--- config.mk ---
export PLATFORM = sky130hd
export DESIGN_NAME = safety_gate_monitor
export DESIGN_NICKNAME = d
export VERILOG_FILES = /design/src/inc/safety_gate_pkg.sv /design/src/verilog/safety_gate_monitor.sv /design/src/verilog/skew_timer.sv
export SDC_FILE = /design/constraint.sdc
export NUM_CORES = 1
export LEC_CHECK = 0
export BUFFER_PORTS_ARGS = -buffer_cell sky130_fd_sc_hd__buf_4
export CORE_MARGIN = 2
export CORE_UTILIZATION = 25
export DETAILED_ROUTE_END_ITERATION = 6
export GPL_TIMING_DRIVEN = 0
export MAX_ROUTING_LAYER = met4
export PLACE_DENSITY = 0.48
export SYNTH_ARGS = -nofsm -noshare
export SYNTH_HDL_FRONTEND = slang
export SYNTH_SLANG_ARGS = --single-unit
--- constraint.sdc ---
create_clock -name clk_sys_i -period 5.85 [get_ports clk_sys_i]
set_input_delay 0.2925 -clock clk_sys_i [delete_from_list [all_inputs] [get_ports clk_sys_i]]
set_output_delay 0.2925 -clock clk_sys_i [all_outputs]
set_load 0.01 [all_outputs]
--- src/inc/safety_gate_pkg.sv ---
package safety_gate_pkg;

    // Skew limit encoding: 0 = off, n = n * 0.5 s (n = 1..6)
    localparam int SKEW_SEL_W = 3;
    localparam logic [2:0] SKEW_SEL_OFF = 3'h0;
    localparam logic [2:0] SKEW_SEL_MAX = 3'h6;
    localparam logic [2:0] SKEW_SEL_DEFAULT = 3'h6;

    localparam int CLK_FREQ_HZ = 125000000;
    localparam int SKEW_STEP_MS = 500;
    // Cycles in one 0.5 s step
    localparam int SKEW_STEP_CYCLES = CLK_FREQ_HZ / 1000 * SKEW_STEP_MS;
    localparam int SKEW_TIMER_W = 32;
    // Timer value published in milliseconds
    localparam int MS_CYCLES = CLK_FREQ_HZ / 1000;
    localparam int MS_CNT_W = 17;
    localparam int SKEW_MS_W = 16;

    localparam int DIAG_W = 16;
    localparam logic [15:0] DIAG_NO_ENABLE = 16'h0000;
    localparam logic [15:0] DIAG_WAIT_FIRST = 16'h2001;
    localparam logic [15:0] DIAG_WAIT_SECOND = 16'h2002;
    localparam logic [15:0] DIAG_WAIT_ACK_RISE = 16'h2003;
    localparam logic [15:0] DIAG_WAIT_ACK_FALL = 16'h2004;
    localparam logic [15:0] DIAG_ONE_OPENED = 16'h2005;
    localparam logic [15:0] DIAG_WAIT_PROOF = 16'h200e;
    localparam logic [15:0] DIAG_WAIT_LOCK = 16'h2015;
    localparam logic [15:0] DIAG_RELEASED = 16'h8009;
    localparam logic [15:0] DIAG_ERR_SKEW = 16'hf001;

    typedef enum logic [1:0] {
        manual_restart_mode = 2'b00,
        controlled_restart_mode = 2'b01,
        automatic_restart_mode = 2'b10
    } restart_mode_t;
    localparam logic [1:0] RESTART_DEFAULT = 2'b00;

    typedef enum logic [1:0] {
        single_channel_eval = 2'b00,
        dual_channel_eval = 2'b01,
        single_channel_locked = 2'b10,
        dual_channel_locked = 2'b11
    } eval_mode_t;
    localparam logic [1:0] EVAL_DEFAULT = 2'b01;

    typedef enum logic [2:0] {
        st_idle = 3'b000,
        st_proof = 3'b001,
        st_wait_in = 3'b010,
        st_wait_ack = 3'b011,
        st_released = 3'b100,
        st_error = 3'b101
    } gate_state_t;

endpackage

--- src/verilog/safety_gate_monitor.sv ---
`timescale 1ns/100ps
// What this block does
// - Channels on inputs one, two; lock third
// - Two-channel: both active within skew limit
// - Limit off or 0.5-3.0 s, default 3.0
// - Skew limit used only in two-channel modes
// - Release closes only when all conditions hold
// - Fault contact closes on detected error
// - Running skew timer value is output
// - Diagnostic word shows current state
// - Optional activation input gates the block
// - Restart manual, controlled or automatic; default manual
// - Acknowledge restarts in manual and controlled
// - Proof test after reset and reactivation
// - Acknowledge needed after proof test before release, except in automatic restart
// - Proof test optional, default not required
// - Proof test unavailable in locked modes
// - Four evaluation modes, default two-channel
// - Locked modes also need lock active
// - Any monitored input drop opens release
// - Skew error clears when both channels drop
// - Distinct diagnostic codes per state
module safety_gate_monitor
    import safety_gate_pkg::*;
(
    // Clock and reset
    input wire logic clk_sys_i,
    input wire logic reset_n_i,
    // Monitored inputs
    input wire logic gate_switch_a_i,
    input wire logic gate_switch_b_i,
    input wire logic lock_monitor_coil_i,
    input wire logic operator_ack_coil_i,
    input wire logic block_activate_coil_i,
    // Configuration
    input wire logic activate_required_i,
    input wire logic [1:0] restart_mode_i,
    input wire logic proof_test_required_i,
    input wire logic [1:0] eval_mode_i,
    input wire logic [2:0] channel_skew_limit_i,
    // Results
    output logic hazard_release_contact_o,
    output logic fault_contact_o,
    output logic [15:0] skew_timer_value_o,
    output logic [15:0] diag_word_o
);

    gate_state_t state_q;
    gate_state_t state_d;
    logic ack_q;
    logic ack_d;
    logic opened_q;
    logic opened_d;
    logic [15:0] diag_q;
    logic [15:0] diag_d;
    logic release_q;
    logic release_d;
    logic fault_q;
    logic fault_d;
    logic timer_run;
    logic timer_expired;
    logic [15:0] timer_ms;

    restart_mode_t mode;
    eval_mode_t eval;
    logic dual;
    logic locked;
    logic proof_on;
    logic active;
    logic any_in;
    logic gates_ok;
    logic all_ok;
    logic split;
    logic ack_event;
    logic [2:0] limit_sel;

    function automatic logic is_dual(input eval_mode_t e);
        is_dual = (e == dual_channel_eval) || (e == dual_channel_locked);
    endfunction

    function automatic logic is_locked(input eval_mode_t e);
        is_locked = (e == single_channel_locked) ||
            (e == dual_channel_locked);
    endfunction

    // Channels disagree; single-channel modes never split
    function automatic logic chans_split(input logic two_ch,
        input logic ch_a, input logic ch_b);
        chans_split = two_ch && (ch_a != ch_b);
    endfunction

    // Unused code falls back to the safest restart
    function automatic restart_mode_t decode_mode(input logic [1:0] m);
        if (m == 2'b11)
            decode_mode = manual_restart_mode;
        else
            decode_mode = restart_mode_t'(m);
    endfunction

    function automatic logic [2:0] clamp_limit(input logic [2:0] sel);
        clamp_limit = (sel > SKEW_SEL_MAX) ? SKEW_SEL_MAX : sel;
    endfunction

    // Manual acts on the press, controlled on the release
    function automatic logic ack_edge(input restart_mode_t m,
        input logic now_lvl, input logic prev_lvl);
        if (m == controlled_restart_mode)
            ack_edge = !now_lvl && prev_lvl;
        else
            ack_edge = now_lvl && !prev_lvl;
    endfunction

    always_comb
    begin
        mode = decode_mode(restart_mode_i);
        eval = eval_mode_t'(eval_mode_i);
        dual = is_dual(eval);
        locked = is_locked(eval);
        proof_on = proof_test_required_i && !locked;
        active = !activate_required_i || block_activate_coil_i;
        // Single-channel modes only look at channel a
        any_in = gate_switch_a_i || (dual && gate_switch_b_i);
        gates_ok = gate_switch_a_i && (!dual || gate_switch_b_i);
        all_ok = gates_ok && (!locked || lock_monitor_coil_i);
        split = chans_split(dual, gate_switch_a_i, gate_switch_b_i);
        ack_event = ack_edge(mode, operator_ack_coil_i, ack_q);
        limit_sel = clamp_limit(channel_skew_limit_i);
    end

    // Acknowledge history for edge detection
    always_comb
    begin
        ack_d = operator_ack_coil_i;
    end

    always_ff @(posedge clk_sys_i)
    begin
        if (!reset_n_i)
            ack_q <= 1'b0;
        else
            ack_q <= ack_d;
    end

    // Split that began with an opening, not with a late closing
    always_comb
    begin
        opened_d = opened_q;
        if (!active || !split)
            opened_d = 1'b0;
        else if (state_q == st_wait_ack || state_q == st_released)
            opened_d = 1'b1;
    end

    always_ff @(posedge clk_sys_i)
    begin
        if (!reset_n_i)
            opened_q <= 1'b0;
        else
            opened_q <= opened_d;
    end

    // Skew timer runs from first channel until second, two-channel only
    always_comb
    begin
        timer_run = active && split &&
            (state_q == st_wait_in);
    end

    skew_timer u_skew_timer (
        .clk_sys_i(clk_sys_i),
        .reset_n_i(reset_n_i),
        .run_i(timer_run),
        .limit_sel_i(limit_sel),
        .expired_o(timer_expired),
        .value_ms_o(timer_ms)
    );

    always_comb
    begin
        state_d = state_q;
        case (state_q)
            st_idle:
            begin
                if (active)
                    state_d = proof_on ? st_proof : st_wait_in;
            end
            st_proof:
            begin
                // Gate has to be seen open before release
                if (!any_in)
                    state_d = st_wait_in;
            end
            st_wait_in:
            begin
                if (timer_expired)
                    state_d = st_error;
                else if (all_ok)
                begin
                    if (mode == automatic_restart_mode)
                        state_d = st_released;
                    else
                        state_d = st_wait_ack;
                end
            end
            st_wait_ack:
            begin
                if (!all_ok)
                    state_d = st_wait_in;
                else if (ack_event)
                    state_d = st_released;
            end
            st_released:
            begin
                if (!all_ok)
                    state_d = st_wait_in;
            end
            st_error:
            begin
                if (!gate_switch_a_i && !gate_switch_b_i)
                    state_d = st_wait_in;
            end
            default:
                state_d = st_idle;
        endcase
        if (!active)
            state_d = st_idle;
    end

    always_ff @(posedge clk_sys_i)
    begin
        if (!reset_n_i)
            state_q <= st_idle;
        else
            state_q <= state_d;
    end

    // Safety contacts kept apart from the diagnostic path
    always_comb
    begin
        // Drop of any monitored input opens release at once
        release_d = (state_d == st_released) && all_ok &&
            active;
        fault_d = (state_d == st_error);
    end

    always_ff @(posedge clk_sys_i)
    begin
        if (!reset_n_i)
        begin
            release_q <= 1'b0;
            fault_q <= 1'b0;
        end
        else
        begin
            release_q <= release_d;
            fault_q <= fault_d;
        end
    end

    // Diagnostic code for standard logic
    always_comb
    begin
        case (state_d)
            st_idle:
                diag_d = DIAG_NO_ENABLE;
            st_proof:
                diag_d = DIAG_WAIT_PROOF;
            st_wait_in:
            begin
                if (split && opened_d)
                    diag_d = DIAG_ONE_OPENED;
                else if (split)
                    diag_d = DIAG_WAIT_SECOND;
                else if (gates_ok && !all_ok)
                    diag_d = DIAG_WAIT_LOCK;
                else
                    diag_d = DIAG_WAIT_FIRST;
            end
            st_wait_ack:
                diag_d = (mode == manual_restart_mode) ?
                    DIAG_WAIT_ACK_RISE : DIAG_WAIT_ACK_FALL;
            st_released:
                diag_d = DIAG_RELEASED;
            st_error:
                diag_d = DIAG_ERR_SKEW;
            default:
                diag_d = DIAG_NO_ENABLE;
        endcase
    end

    always_ff @(posedge clk_sys_i)
    begin
        if (!reset_n_i)
            diag_q <= DIAG_NO_ENABLE;
        else
            diag_q <= diag_d;
    end

    assign hazard_release_contact_o = release_q;
    assign fault_contact_o = fault_q;
    assign skew_timer_value_o = timer_ms;
    assign diag_word_o = diag_q;

endmodule

--- src/verilog/skew_timer.sv ---
`timescale 1ns/100ps
// Discrepancy timer: counts while running, flags expiry of the limit
module skew_timer
    import safety_gate_pkg::*;
(
    // Clock and reset
    input wire logic clk_sys_i,
    input wire logic reset_n_i,
    // Control
    input wire logic run_i,
    input wire logic [2:0] limit_sel_i,
    // Status
    output logic expired_o,
    output logic [15:0] value_ms_o
);

    logic [31:0] cnt_q;
    logic [31:0] cnt_d;
    logic [16:0] ms_div_q;
    logic [16:0] ms_div_d;
    logic [15:0] ms_q;
    logic [15:0] ms_d;
    logic expired_q;
    logic expired_d;

    function automatic logic [31:0] limit_cycles(input logic [2:0] sel);
        limit_cycles = 32'(sel) * 32'(SKEW_STEP_CYCLES);
    endfunction

    always_comb
    begin
        cnt_d = cnt_q;
        ms_div_d = ms_div_q;
        ms_d = ms_q;
        expired_d = expired_q;
        if (!run_i)
        begin
            cnt_d = '0;
            ms_div_d = '0;
            ms_d = '0;
            expired_d = 1'b0;
        end
        else
        begin
            if (cnt_q != 32'hffffffff)
                cnt_d = cnt_q + 32'h1;
            if (ms_div_q == 17'(MS_CYCLES - 1))
            begin
                ms_div_d = '0;
                if (ms_q != 16'hffff)
                    ms_d = ms_q + 16'h1;
            end
            else
                ms_div_d = ms_div_q + 17'h1;
            // Off never expires
            if (limit_sel_i != SKEW_SEL_OFF &&
                cnt_q >= limit_cycles(limit_sel_i))
                expired_d = 1'b1;
        end
    end

    always_ff @(posedge clk_sys_i)
    begin
        if (!reset_n_i)
        begin
            cnt_q <= '0;
            ms_div_q <= '0;
            ms_q <= '0;
            expired_q <= 1'b0;
        end
        else
        begin
            cnt_q <= cnt_d;
            ms_div_q <= ms_div_d;
            ms_q <= ms_d;
            expired_q <= expired_d;
        end
    end

    assign expired_o = expired_q;
    assign value_ms_o = ms_q;

endmodule

==> results.toml, run 1 <==
[outcome]
status = "completed"

[clock_tree]
clock_path_buffers = 2
cts_buffers = 9
clk_latency_ns = 0.35
clk_pin_slew_worst_paths_ns = 0.06
hold_buffers = 0
cts_tree = "done"
cts_resized = 0
numClockSinks = 80
ctsHtreeMaxLevel = 3
cts-root-buf = "clkbuf_16"
cts_setup_buffers = 0

[global_route]
grt_max_degree = 15
grt_pass1_wl_mm = 20.85
grt_remaining_overflow = 0
antenna_found_initial = 0
grt_pass1_vias = 4328
grt_usage_pct = 11.97

[critical_path]
crit_type = "in2reg"
reg2reg_depth = 9
worstPathMaxFanout = 10
r2r-end = "u_skew_timer.cnt_q[15]$_SDFFE_PN0P_"
end_kind = "register"
r2r_slack_ns = 3.28
r2r-start = "u_skew_timer.cnt_q[1]$_SDFFE_PN0P_"
cp-startpoint = "channel_skew_limit_i[2]"
startpoint_type = "primary input"
crit_arrival_ns = 4.77
critPathRequiredTime_ns = 6.11

[logic_synthesis]
synthCells = 624
async_flop_share_pct = 0
yosysSeqAreaShare_pct = 31.20
yosys_warnings = 0
synth_ff_type = "dfxtp_1"
synth-compound-area-share_pct = 11.80
synth_edf_count = 0
synth_xor_area_share_pct = 12.29
synth_top_family_by_area = "simple AND/OR/NAND/NOR gates"
ys_ff_latch = 80
yosys-mux-area-fraction_pct = 0.3901
synthSimpleGateAreaFrac_pct = 28.30
netlist_area_sq_um = 5132
synth_fa_ha_area_share_pct = 10.78
syn_area_per_cell_sq_um = 8.225
post_synth_num_cell_types = 65

[placed_design]
placed_area_sq_um = 5808
gp_congestion = 0.8157
dp_slack_ns = 1.022
hpwl_mm = 9.201
io_buffers = 42

[sta]
relSlewSlack_pct = 45.82
hold_slack_ns = 0.1760
fin_skew_ns = 0.007422
max_freq_mhz = 221.7
final.setup.tns_ns = 0
slew_violations = 0
hold_viol = 0
worst_pin_slew_ns = 0.8068
finalCriticalPeriod_ns = 4.510
min_period_over_period_pct = 77.09
finalSetupViolations = 0
fin_ws_ns = 1.340
rsz0062_at_grt = "no"

[routing]
dr.first_iter.drc_count = 164
firstDrtPassIters = 5
wl_per_cell_microns = 12.76
routed_wl_mm = 12.22
ant_nets = 0
num_vias = 4382
vias_per_cell = 4.574
drc = 0

[final_layout]
area_growth_pct = 20.06
seq_area_sq_um = 1602
layout_common_cells = "80 x dfxtp_1, 79 x nor2_1, 51 x buf_4, 43 x nand2_1"
n_fill_cell = 2204
antenna_cells = 0
multiInputGateArea_sq_um = 3288
stdcell_area_sq_um = 6162
layout_commonest_cell = "dfxtp_1"
drive_gt1_share_pct = 13.08
layout.nets = 742

[hold_path]
whs_endpoint = "ack_q$_SDFF_PN0_"
holdCritStartpoint = "operator_ack_coil_i"
min_path_cells = 2
hold_class = "in2reg"

[floorplanning]
rows = 52
ioPinCount = 50
die_area_sq_um = 21690
die_h_microns = 147.3
coreArea_sq_um = 20170
start_util_pct = 25.45
die-width_microns = 147.3

[flow_run]
cap_violations = 0

[power_and_ir_drop]
power.leakage_uw = 0.002272
powerDensity_nw_per_um2 = 232.8
ir_drop_mv = 0.1720
## synthesized netlist by cell type (6+ instances only)
library cell	count	area share (%)
nor2_1	79	5.8
clkbuf_1	13	0.95
xnor2_1	41	7.0
nand2_1	43	3.1
or3_1	12	1.5
nand2b_1	8	0.98
nor4_1	6	0.73
a21oi_1	24	2.3
ha_1	41	10
a211oi_1	10	1.5
buf_4	9	1.3
nor3b_1	6	0.88
dfxtp_1	80	31
nand3_1	30	2.9
xor2_1	31	5.3
and2_1	7	0.85
o21ai_0	24	2.3
nor3_1	18	1.8
and3_1	11	1.3
nand4_1	22	2.7
inv_1	31	2.3
## worst max path at each step
| stage | endpoint | slack, ns | cells after the start |
|---|---|---|---|
| after global placement | u_skew_timer.expired_o$_SDFFE_PN0P_ | 0.96 | 18 |
| after floorplan | u_skew_timer.expired_o$_SDFFE_PN0P_ | 2.05 | 18 |
| after detailed placement | u_skew_timer.expired_o$_SDFFE_PN0P_ | 1.02 | 17 |
| after CTS | u_skew_timer.expired_o$_SDFFE_PN0P_ | 1.37 | 18 |
| after global routing | u_skew_timer.expired_o$_SDFFE_PN0P_ | 0.94 | 18 |
| final | u_skew_timer.expired_o$_SDFFE_PN0P_ | 1.34 | 18 |
## where the power goes
group	total (uW)	leakage [uW]	internal (uW)	switching [uW]
clock network	666	0.000169	431	235
logic	215	0.00146	87.7	128
registers	553	0.000646	551	2.23
total	1430	0.00227	1070	365
## metal layers
layer	global-route usage, %	part of all wire, %	up-vias
met3	2.795	3.9	19
li1	-	-	2311
met1	14.96	49	1980
met5	-	0	-
met2	19.07	46	72
met4	4.038	1.8	0
## cells by family after synthesis
group | Yosys count
XOR/XNOR | 72
AND/OR/NAND/NOR | 275
buffers and inverters | 60
AO/OA/AOI/OAI | 91
adder cells (fa/ha/maj) | 43
flip-flops | 80
multiplexers | 2
other | 1
## through the flow
step,power (uW),util [%],instances
after CTS,1459,30.55,958
after floorplan,721.1,-,630
final,1435,30.55,958
after global placement,783.9,28.80,942
after global routing,1503,30.55,958
after detailed placement,781.1,28.80,942
## state kept, by name, summed over array words and instances (netlist names)
signal,cells
fault_contact_o,1
opened_q,1
hazard_release_contact_o,1
u_skew_timer.cnt_q,32
u_skew_timer.ms_div_q,17
diag_word_o,7
ack_q,1
u_skew_timer.value_ms_o,16
state_q,3
u_skew_timer.expired_o,1
## critical path, stage by stage
cell      delay [ns]
buf_4           0.15
ha_1            0.20
nand2b_1        0.15
clkinv_1        0.32
ha_1            0.48
ha_1            0.31
clkbuf_1        0.42
nand4_1         0.29
a31oi_1         0.41
nor3_1          0.09
o21ai_0         0.29
a311oi_1        0.17
ha_1            0.35
nand4_1         0.10
nor2_1          0.10
nand2_1         0.10
a2111o_1        0.30
a211oi_1        0.22
## layout make-up
type,count,share of cell area [%]
Clock inverter,6,1.868
Tap cell,270,5.482
Inverter,32,1.949
Timing Repair Buffer,42,5.117
Buffer,28,2.355
Sequential cell,80,25.99
Multi-Input combinational cell,490,53.36
Clock buffer,10,3.878
Note: power is estimated with default switching activity, not from simulation.
==> inputs of run 2 (changes only) <==
- clock period: 5.85 -> 4.2 ns (I/O delays scaled with it)
==> run 2 against run 1 <==
Count of clock-buffer cells in the layout is the same. Flip-flop and latch count is the same. Critical path depth shrank 1. First-iteration DRC count grew 2.4%. Hold slack lost 0.082 ns. Clock skew is essentially flat. Largest power group unchanged. Cell area grew 0.63%. Non-clock buffer count grew 2. Core utilization grew 0.19 points. Via count grew 0.46%. Total power grew 40%.
==> results.toml, run 2 (synthesized netlist as in run 1, its figures left out) <==
[power_and_ir_drop]
power_frac_clock_pct = 46.3
p_total_uw = 2005
power.leakage_uw = 0.002285
p_sw_uw = 510.3
powerDensity_nw_per_um2 = 323.3
intPower_uw = 1495
comb_power_share_pct = 15.3
switching_share_pct = 25.45
ir_drop_mv = 0.2396
seq_power_share_pct = 38.4

[critical_path]
cpPeakStageDelay_ns = 0.61
crit_type = "in2reg"
critPathRequiredTime_ns = 4.46
worstPathMaxFanout = 8
path_delay_family = "compound AO/OA/AOI/OAI gates"
cp_num_buf_inv = 3
end_kind = "register"
crit_chain = "buf_4 > ha_1 > nand2b_1 > clkinvlp_4 > buf_4 > fa_1 > xor2_1 > a22o_1 > nand4_1 > o21ai_0 > a311oi_1 > ha_1 > nand4_1 > nor2_1 > nand2_1 > a2111o_1 > a211oi_1"
slowest_stage = "fa_1"
crit_arrival_ns = 4.11
startpoint_type = "primary input"

[sta]
fin_skew_ns = 0.007445
slew_violations = 0
worst_pin_slew_ns = 0.8020
fin_ws_ns = 0.3547
hold_viol = 0
max_freq_mhz = 260.1
relSlewSlack_pct = 46.04
finalCriticalPeriod_ns = 3.845
hold_slack_ns = 0.09397
rsz0062_at_grt = "no"
finalSetupViolations = 0
min_period_over_period_pct = 91.56

[clock_tree]
ctsHtreeMaxLevel = 3
clk_pin_slew_worst_paths_ns = 0.06
cts_buffers = 9
cts-root-buf = "clkbuf_16"
clk_latency_ns = 0.35
clock_path_buffers = 2
numClockSinks = 80
cts_tree = "done"
hold_buffers = 0

[final_layout]
layout_common_cells = "80 x dfxtp_1, 79 x nor2_1, 53 x buf_4, 43 x nand2_1, 40 x xnor2_1"
stdcell_area_sq_um = 6201
antenna_cells = 0
drive_gt1_share_pct = 14.20
area_growth_pct = 20.82
layout.nets = 744
largest_reg_flops = 32
layout_commonest_cell = "dfxtp_1"
regMostFlops = "u_skew_timer.cnt_q"
n_fill_cell = 2203

[routing]
ant_nets = 0
drc = 0
firstDrtPassIters = 5
num_vias = 4402
dr.first_iter.drc_count = 168
vias_per_cell = 4.585
routed_wl_mm = 12.23
wl_per_cell_microns = 12.74

[hold_path]
hold_class = "in2reg"

[global_route]
grt_remaining_overflow = 0
grt_pass1_wl_mm = 20.85
antenna_found_initial = 0
grt_max_degree = 15
grt_usage_pct = 11.97
grt_pass1_vias = 4328

[placed_design]
io_buffers = 42
dp_slack_ns = -0.5452
hpwl_mm = 9.201
gp_congestion = 0.8157
placed_area_sq_um = 5808

[floorplanning]
coreArea_sq_um = 20170
die-width_microns = 147.3
die_area_sq_um = 21690
start_util_pct = 25.45
die_h_microns = 147.3
ioPinCount = 50
rows = 52

[outcome]
status = "completed"

[flow_run]
cap_violations = 0
run 2: per-stage QoR:
stage	setup TNS, ns	cells	utilization [%]
6_report	0	960	30.74
5_1_grt	0	960	30.74
4_1_cts	0	958	30.60
3_5_place_dp	-0.5452	942	28.80
3_3_place_gp	-0.6113	942	28.80
2_1_floorplan	0	630	-
run 2: worst reg2reg max path, delay by kind of cell, from the launching register on:
family | cells | cell delay, ns
fa+ha+maj | 1 | 0.26
flops | 1 | 0.38
simple gates | 5 | 1.16
xor+xnor | 1 | 0.15
buf+inv | 2 | 0.51
run 2: final cells by class:
cell class	instances	area, sq um	area share (%)
clock inverter	6	115.1	1.856
timing repair buffer	44	330.3	5.327
buffer	28	146.4	2.361
sequential	80	1602	25.83
inverter	32	123.9	1.998
clock buffer	10	239.0	3.854
tap	270	337.8	5.448
multi-input combinational	490	3307	53.33
run 2: layer usage:
layer | vias up | track usage, % | routed length [microns]
met2 | 69 | 19.07 | 5600
met3 | 19 | 2.795 | 464
met1 | 2001 | 14.96 | 5939
li1 | 2313 | - | -
met5 | - | - | 0
met4 | 0 | 4.038 | 222
run 2: power by group through the flow:
stage          registers, uW  clock network, uW  logic [uW]
2_1_floorplan            791                  0         214
3_3_place_gp             788                  0         304
4_1_cts                  771                959         304
6_report                 771                928         306
3_5_place_dp             788                  0         300
5_1_grt                  771                983         345
run 2: worst paths after layout:
kind,depth (start not counted),startpoint,slack (ns),end
worst max-delay path,17,channel_skew_limit_i[2],0.35,u_skew_timer.expired_o$_SDFFE_PN0P_
worst min-delay path,2,operator_ack_coil_i,0.09,ack_q$_SDFF_PN0_
worst max register to register,9,u_skew_timer.cnt_q[1]$_SDFFE_PN0P_,1.62,u_skew_timer.cnt_q[15]$_SDFFE_PN0P_
worst min register to register,1,u_skew_timer.ms_div_q[0]$_SDFF_PP0_,0.46,u_skew_timer.ms_div_q[0]$_SDFF_PP0_
run 2: repair_timing:
item,4_1_cts,5_1_grt
pin swaps,0,0
endpoints found under the setup margin,1,1
gates resized for setup,2,5
gates cloned,0,0
setup buffers,0,2
==> inputs of run 3 (changes only) <==
- CELL_PAD_IN_SITES_DETAIL_PLACEMENT: unset -> 0
- CELL_PAD_IN_SITES_GLOBAL_PLACEMENT: unset -> 2
- CTS_CLUSTER_SIZE: unset -> 12
- PLACE_DENSITY: 0.48 -> 0.67
==> run 3 against run 2 <==
Critical path depth unchanged. Core utilization decreased by 0.51 points. Sequential power about the same. Highest routed layer unchanged. Largest power group is now sequential cells. Hold slack got worse by 0.0017 ns. Critical endpoint unchanged. Fmax decreased by 2.4%. Combinational power increased by 1%.
==> results.toml, run 3 (synthesized netlist as in run 1, its figures left out) <==
[critical_path]
reg2reg_depth = 9
crit_arrival_ns = 4.19
worstPathMaxFanout = 10
crit_type = "in2reg"
end_kind = "register"
startpoint_type = "primary input"
critPathRequiredTime_ns = 4.45

[clock_tree]
hold_buffers = 0
clock_path_buffers = 2
numClockSinks = 80
clk_latency_ns = 0.34
ctsHtreeMaxLevel = 3
cts_setup_buffers = 0
cts-root-buf = "clkbuf_16"
clk_pin_slew_worst_paths_ns = 0.06
cts_buffers = 9
cts_tree = "done"

[final_layout]
layout_common_cells = "80 x dfxtp_1, 79 x nor2_1, 51 x buf_4, 43 x nand2_1, 40 x xnor2_1"
largest_reg_flops = 32
area_growth_pct = 18.82
antenna_cells = 0
seq_area_sq_um = 1602
layout_commonest_cell = "dfxtp_1"
drive_gt1_share_pct = 13.66
n_fill_cell = 2174
finalCoreUtilization_pct = 30.24
layout.nets = 742
multiInputGateArea_sq_um = 3301
regMostFlops = "u_skew_timer.cnt_q"
instances_no_fill = 958

[hold_path]
hold_class = "in2reg"
min_path_cells = 2

[floorplanning]
coreArea_sq_um = 20170
rows = 52
start_util_pct = 25.45
die_h_microns = 147.3
die-width_microns = 147.3
ioPinCount = 50
die_area_sq_um = 21690

[global_route]
grt_pass1_vias = 4413
grt_pass1_wl_mm = 22.18
grt_max_degree = 15
grt_usage_pct = 12.71
antenna_found_initial = 0
grt_remaining_overflow = 0

[sta]
fin_skew_ns = 0.008213
min_period_over_period_pct = 93.81
hold_viol = 0
relSlewSlack_pct = 48.64
finalCriticalPeriod_ns = 3.940
worst_pin_slew_ns = 0.7704
finalSetupViolations = 0
max_freq_mhz = 253.8
slew_violations = 0
rsz0062_at_grt = "no"

[routing]
met3_length_microns = 420
routed_wl_mm = 13.15
wl_per_cell_microns = 13.73
ant_nets = 0
dr.first_iter.drc_count = 188
firstDrtPassIters = 4
num_vias = 4562
dr.max_layer_used = "met4"
wirelength_met1_mm = 6.361
vias_per_cell = 4.762
routed-wl-met2_mm = 6.248
drc = 0

[flow_run]
cap_violations = 0

[power_and_ir_drop]
p_sw_uw = 516.7
ir_drop_mv = 0.2020
power_frac_clock_pct = 40.4
intPower_uw = 1296
powerDensity_nw_per_um2 = 297.3
switching_share_pct = 28.50
power.leakage_uw = 0.002235
comb_power_share_pct = 17.1
seq_power_share_pct = 42.5

[placed_design]
gp_congestion = 0.8195
hpwl_mm = 10.08
dp.cells = 942
io_buffers = 42

[outcome]
status = "completed"
==> run 3: changes by cell type in the layout (fill, tap and decap cells not counted), sizes merged <==
cell	previous run	this run
clkinvlp	2	3
buf	60	58
inv	32	33
clkinv	1	2
bufinv	3	0
==> run 3: critical path, cell delays in order <==
cell,delay (ns)
buf_4,0.15
ha_1,0.22
or2_2,0.31
ha_1,0.38
ha_1,0.31
buf_2,0.24
nand4_1,0.18
a31oi_1,0.41
nor3_1,0.10
o21ai_0,0.29
a311oi_1,0.17
ha_1,0.36
nand4_1,0.11
nor2_1,0.10
nand2_1,0.10
a2111o_1,0.31
a211oi_1,0.22
==> run 3: repair_timing <==
action                                  CTS  global route
endpoints found under the setup margin    1             1
gates cloned                              0             0
gates resized for setup                   2             7
pin swaps                                 0             0
==> run 3: area by class of cell <==
cell class              instances  share of cell area (%)
plain buffers                  28                   2.400
clock inverters                 6                  0.7386
flip-flops and latches         80                   26.26
inverters                      32                   2.011
multi-input cells             490                   54.12
repair buffers                 42                   5.170
clock buffers                  10                   3.755
well taps                     270                   5.540
==> run 3: layer usage <==
metal | global-route usage (%) | vias to the layer above
met5 | - | -
met4 | 3.221 | 0
met3 | 2.391 | 10
met2 | 19.91 | 60
met1 | 16.92 | 2193
li1 | - | 2299
==> run 3: worst paths after layout <==
kind                                                          start                             endpoint  slack (ns)
worst max-delay path                        channel_skew_limit_i[2]  u_skew_timer.expired_o$_SDFFE_PN0P_        0.26
worst min-delay path                            operator_ack_coil_i                     ack_q$_SDFF_PN0_        0.09
worst max register to register   u_skew_timer.cnt_q[1]$_SDFFE_PN0P_   u_skew_timer.cnt_q[6]$_SDFFE_PN0P_        1.58
worst min register to register  u_skew_timer.ms_div_q[0]$_SDFF_PP0_  u_skew_timer.ms_div_q[0]$_SDFF_PP0_        0.46
==> run 3: power groups by stage <==
stage	registers (uW)	clock network, uW	logic (uW)
2_1_floorplan	791	0	214
3_3_place_gp	788	0	305
3_5_place_dp	788	0	306
4_1_cts	771	758	308
5_1_grt	771	788	351
6_report	771	732	310
==> run 3: per-stage QoR <==
step           power [uW]  instance area [sq um]  hold slack [ns]  worst slack (ns)  TNS, ns
4_1_cts              1837                   6085          0.08000           0.09968        0
2_1_floorplan        1004                   5155           0.3317            0.4781        0
6_report             1813                   6098          0.09228            0.2599        0
3_3_place_gp         1093                   5808           0.4312           -0.5599  -0.5599
5_1_grt              1910                   6098           0.1005          0.007410        0
3_5_place_dp         1094                   5808           0.4376           -0.5736  -0.5736
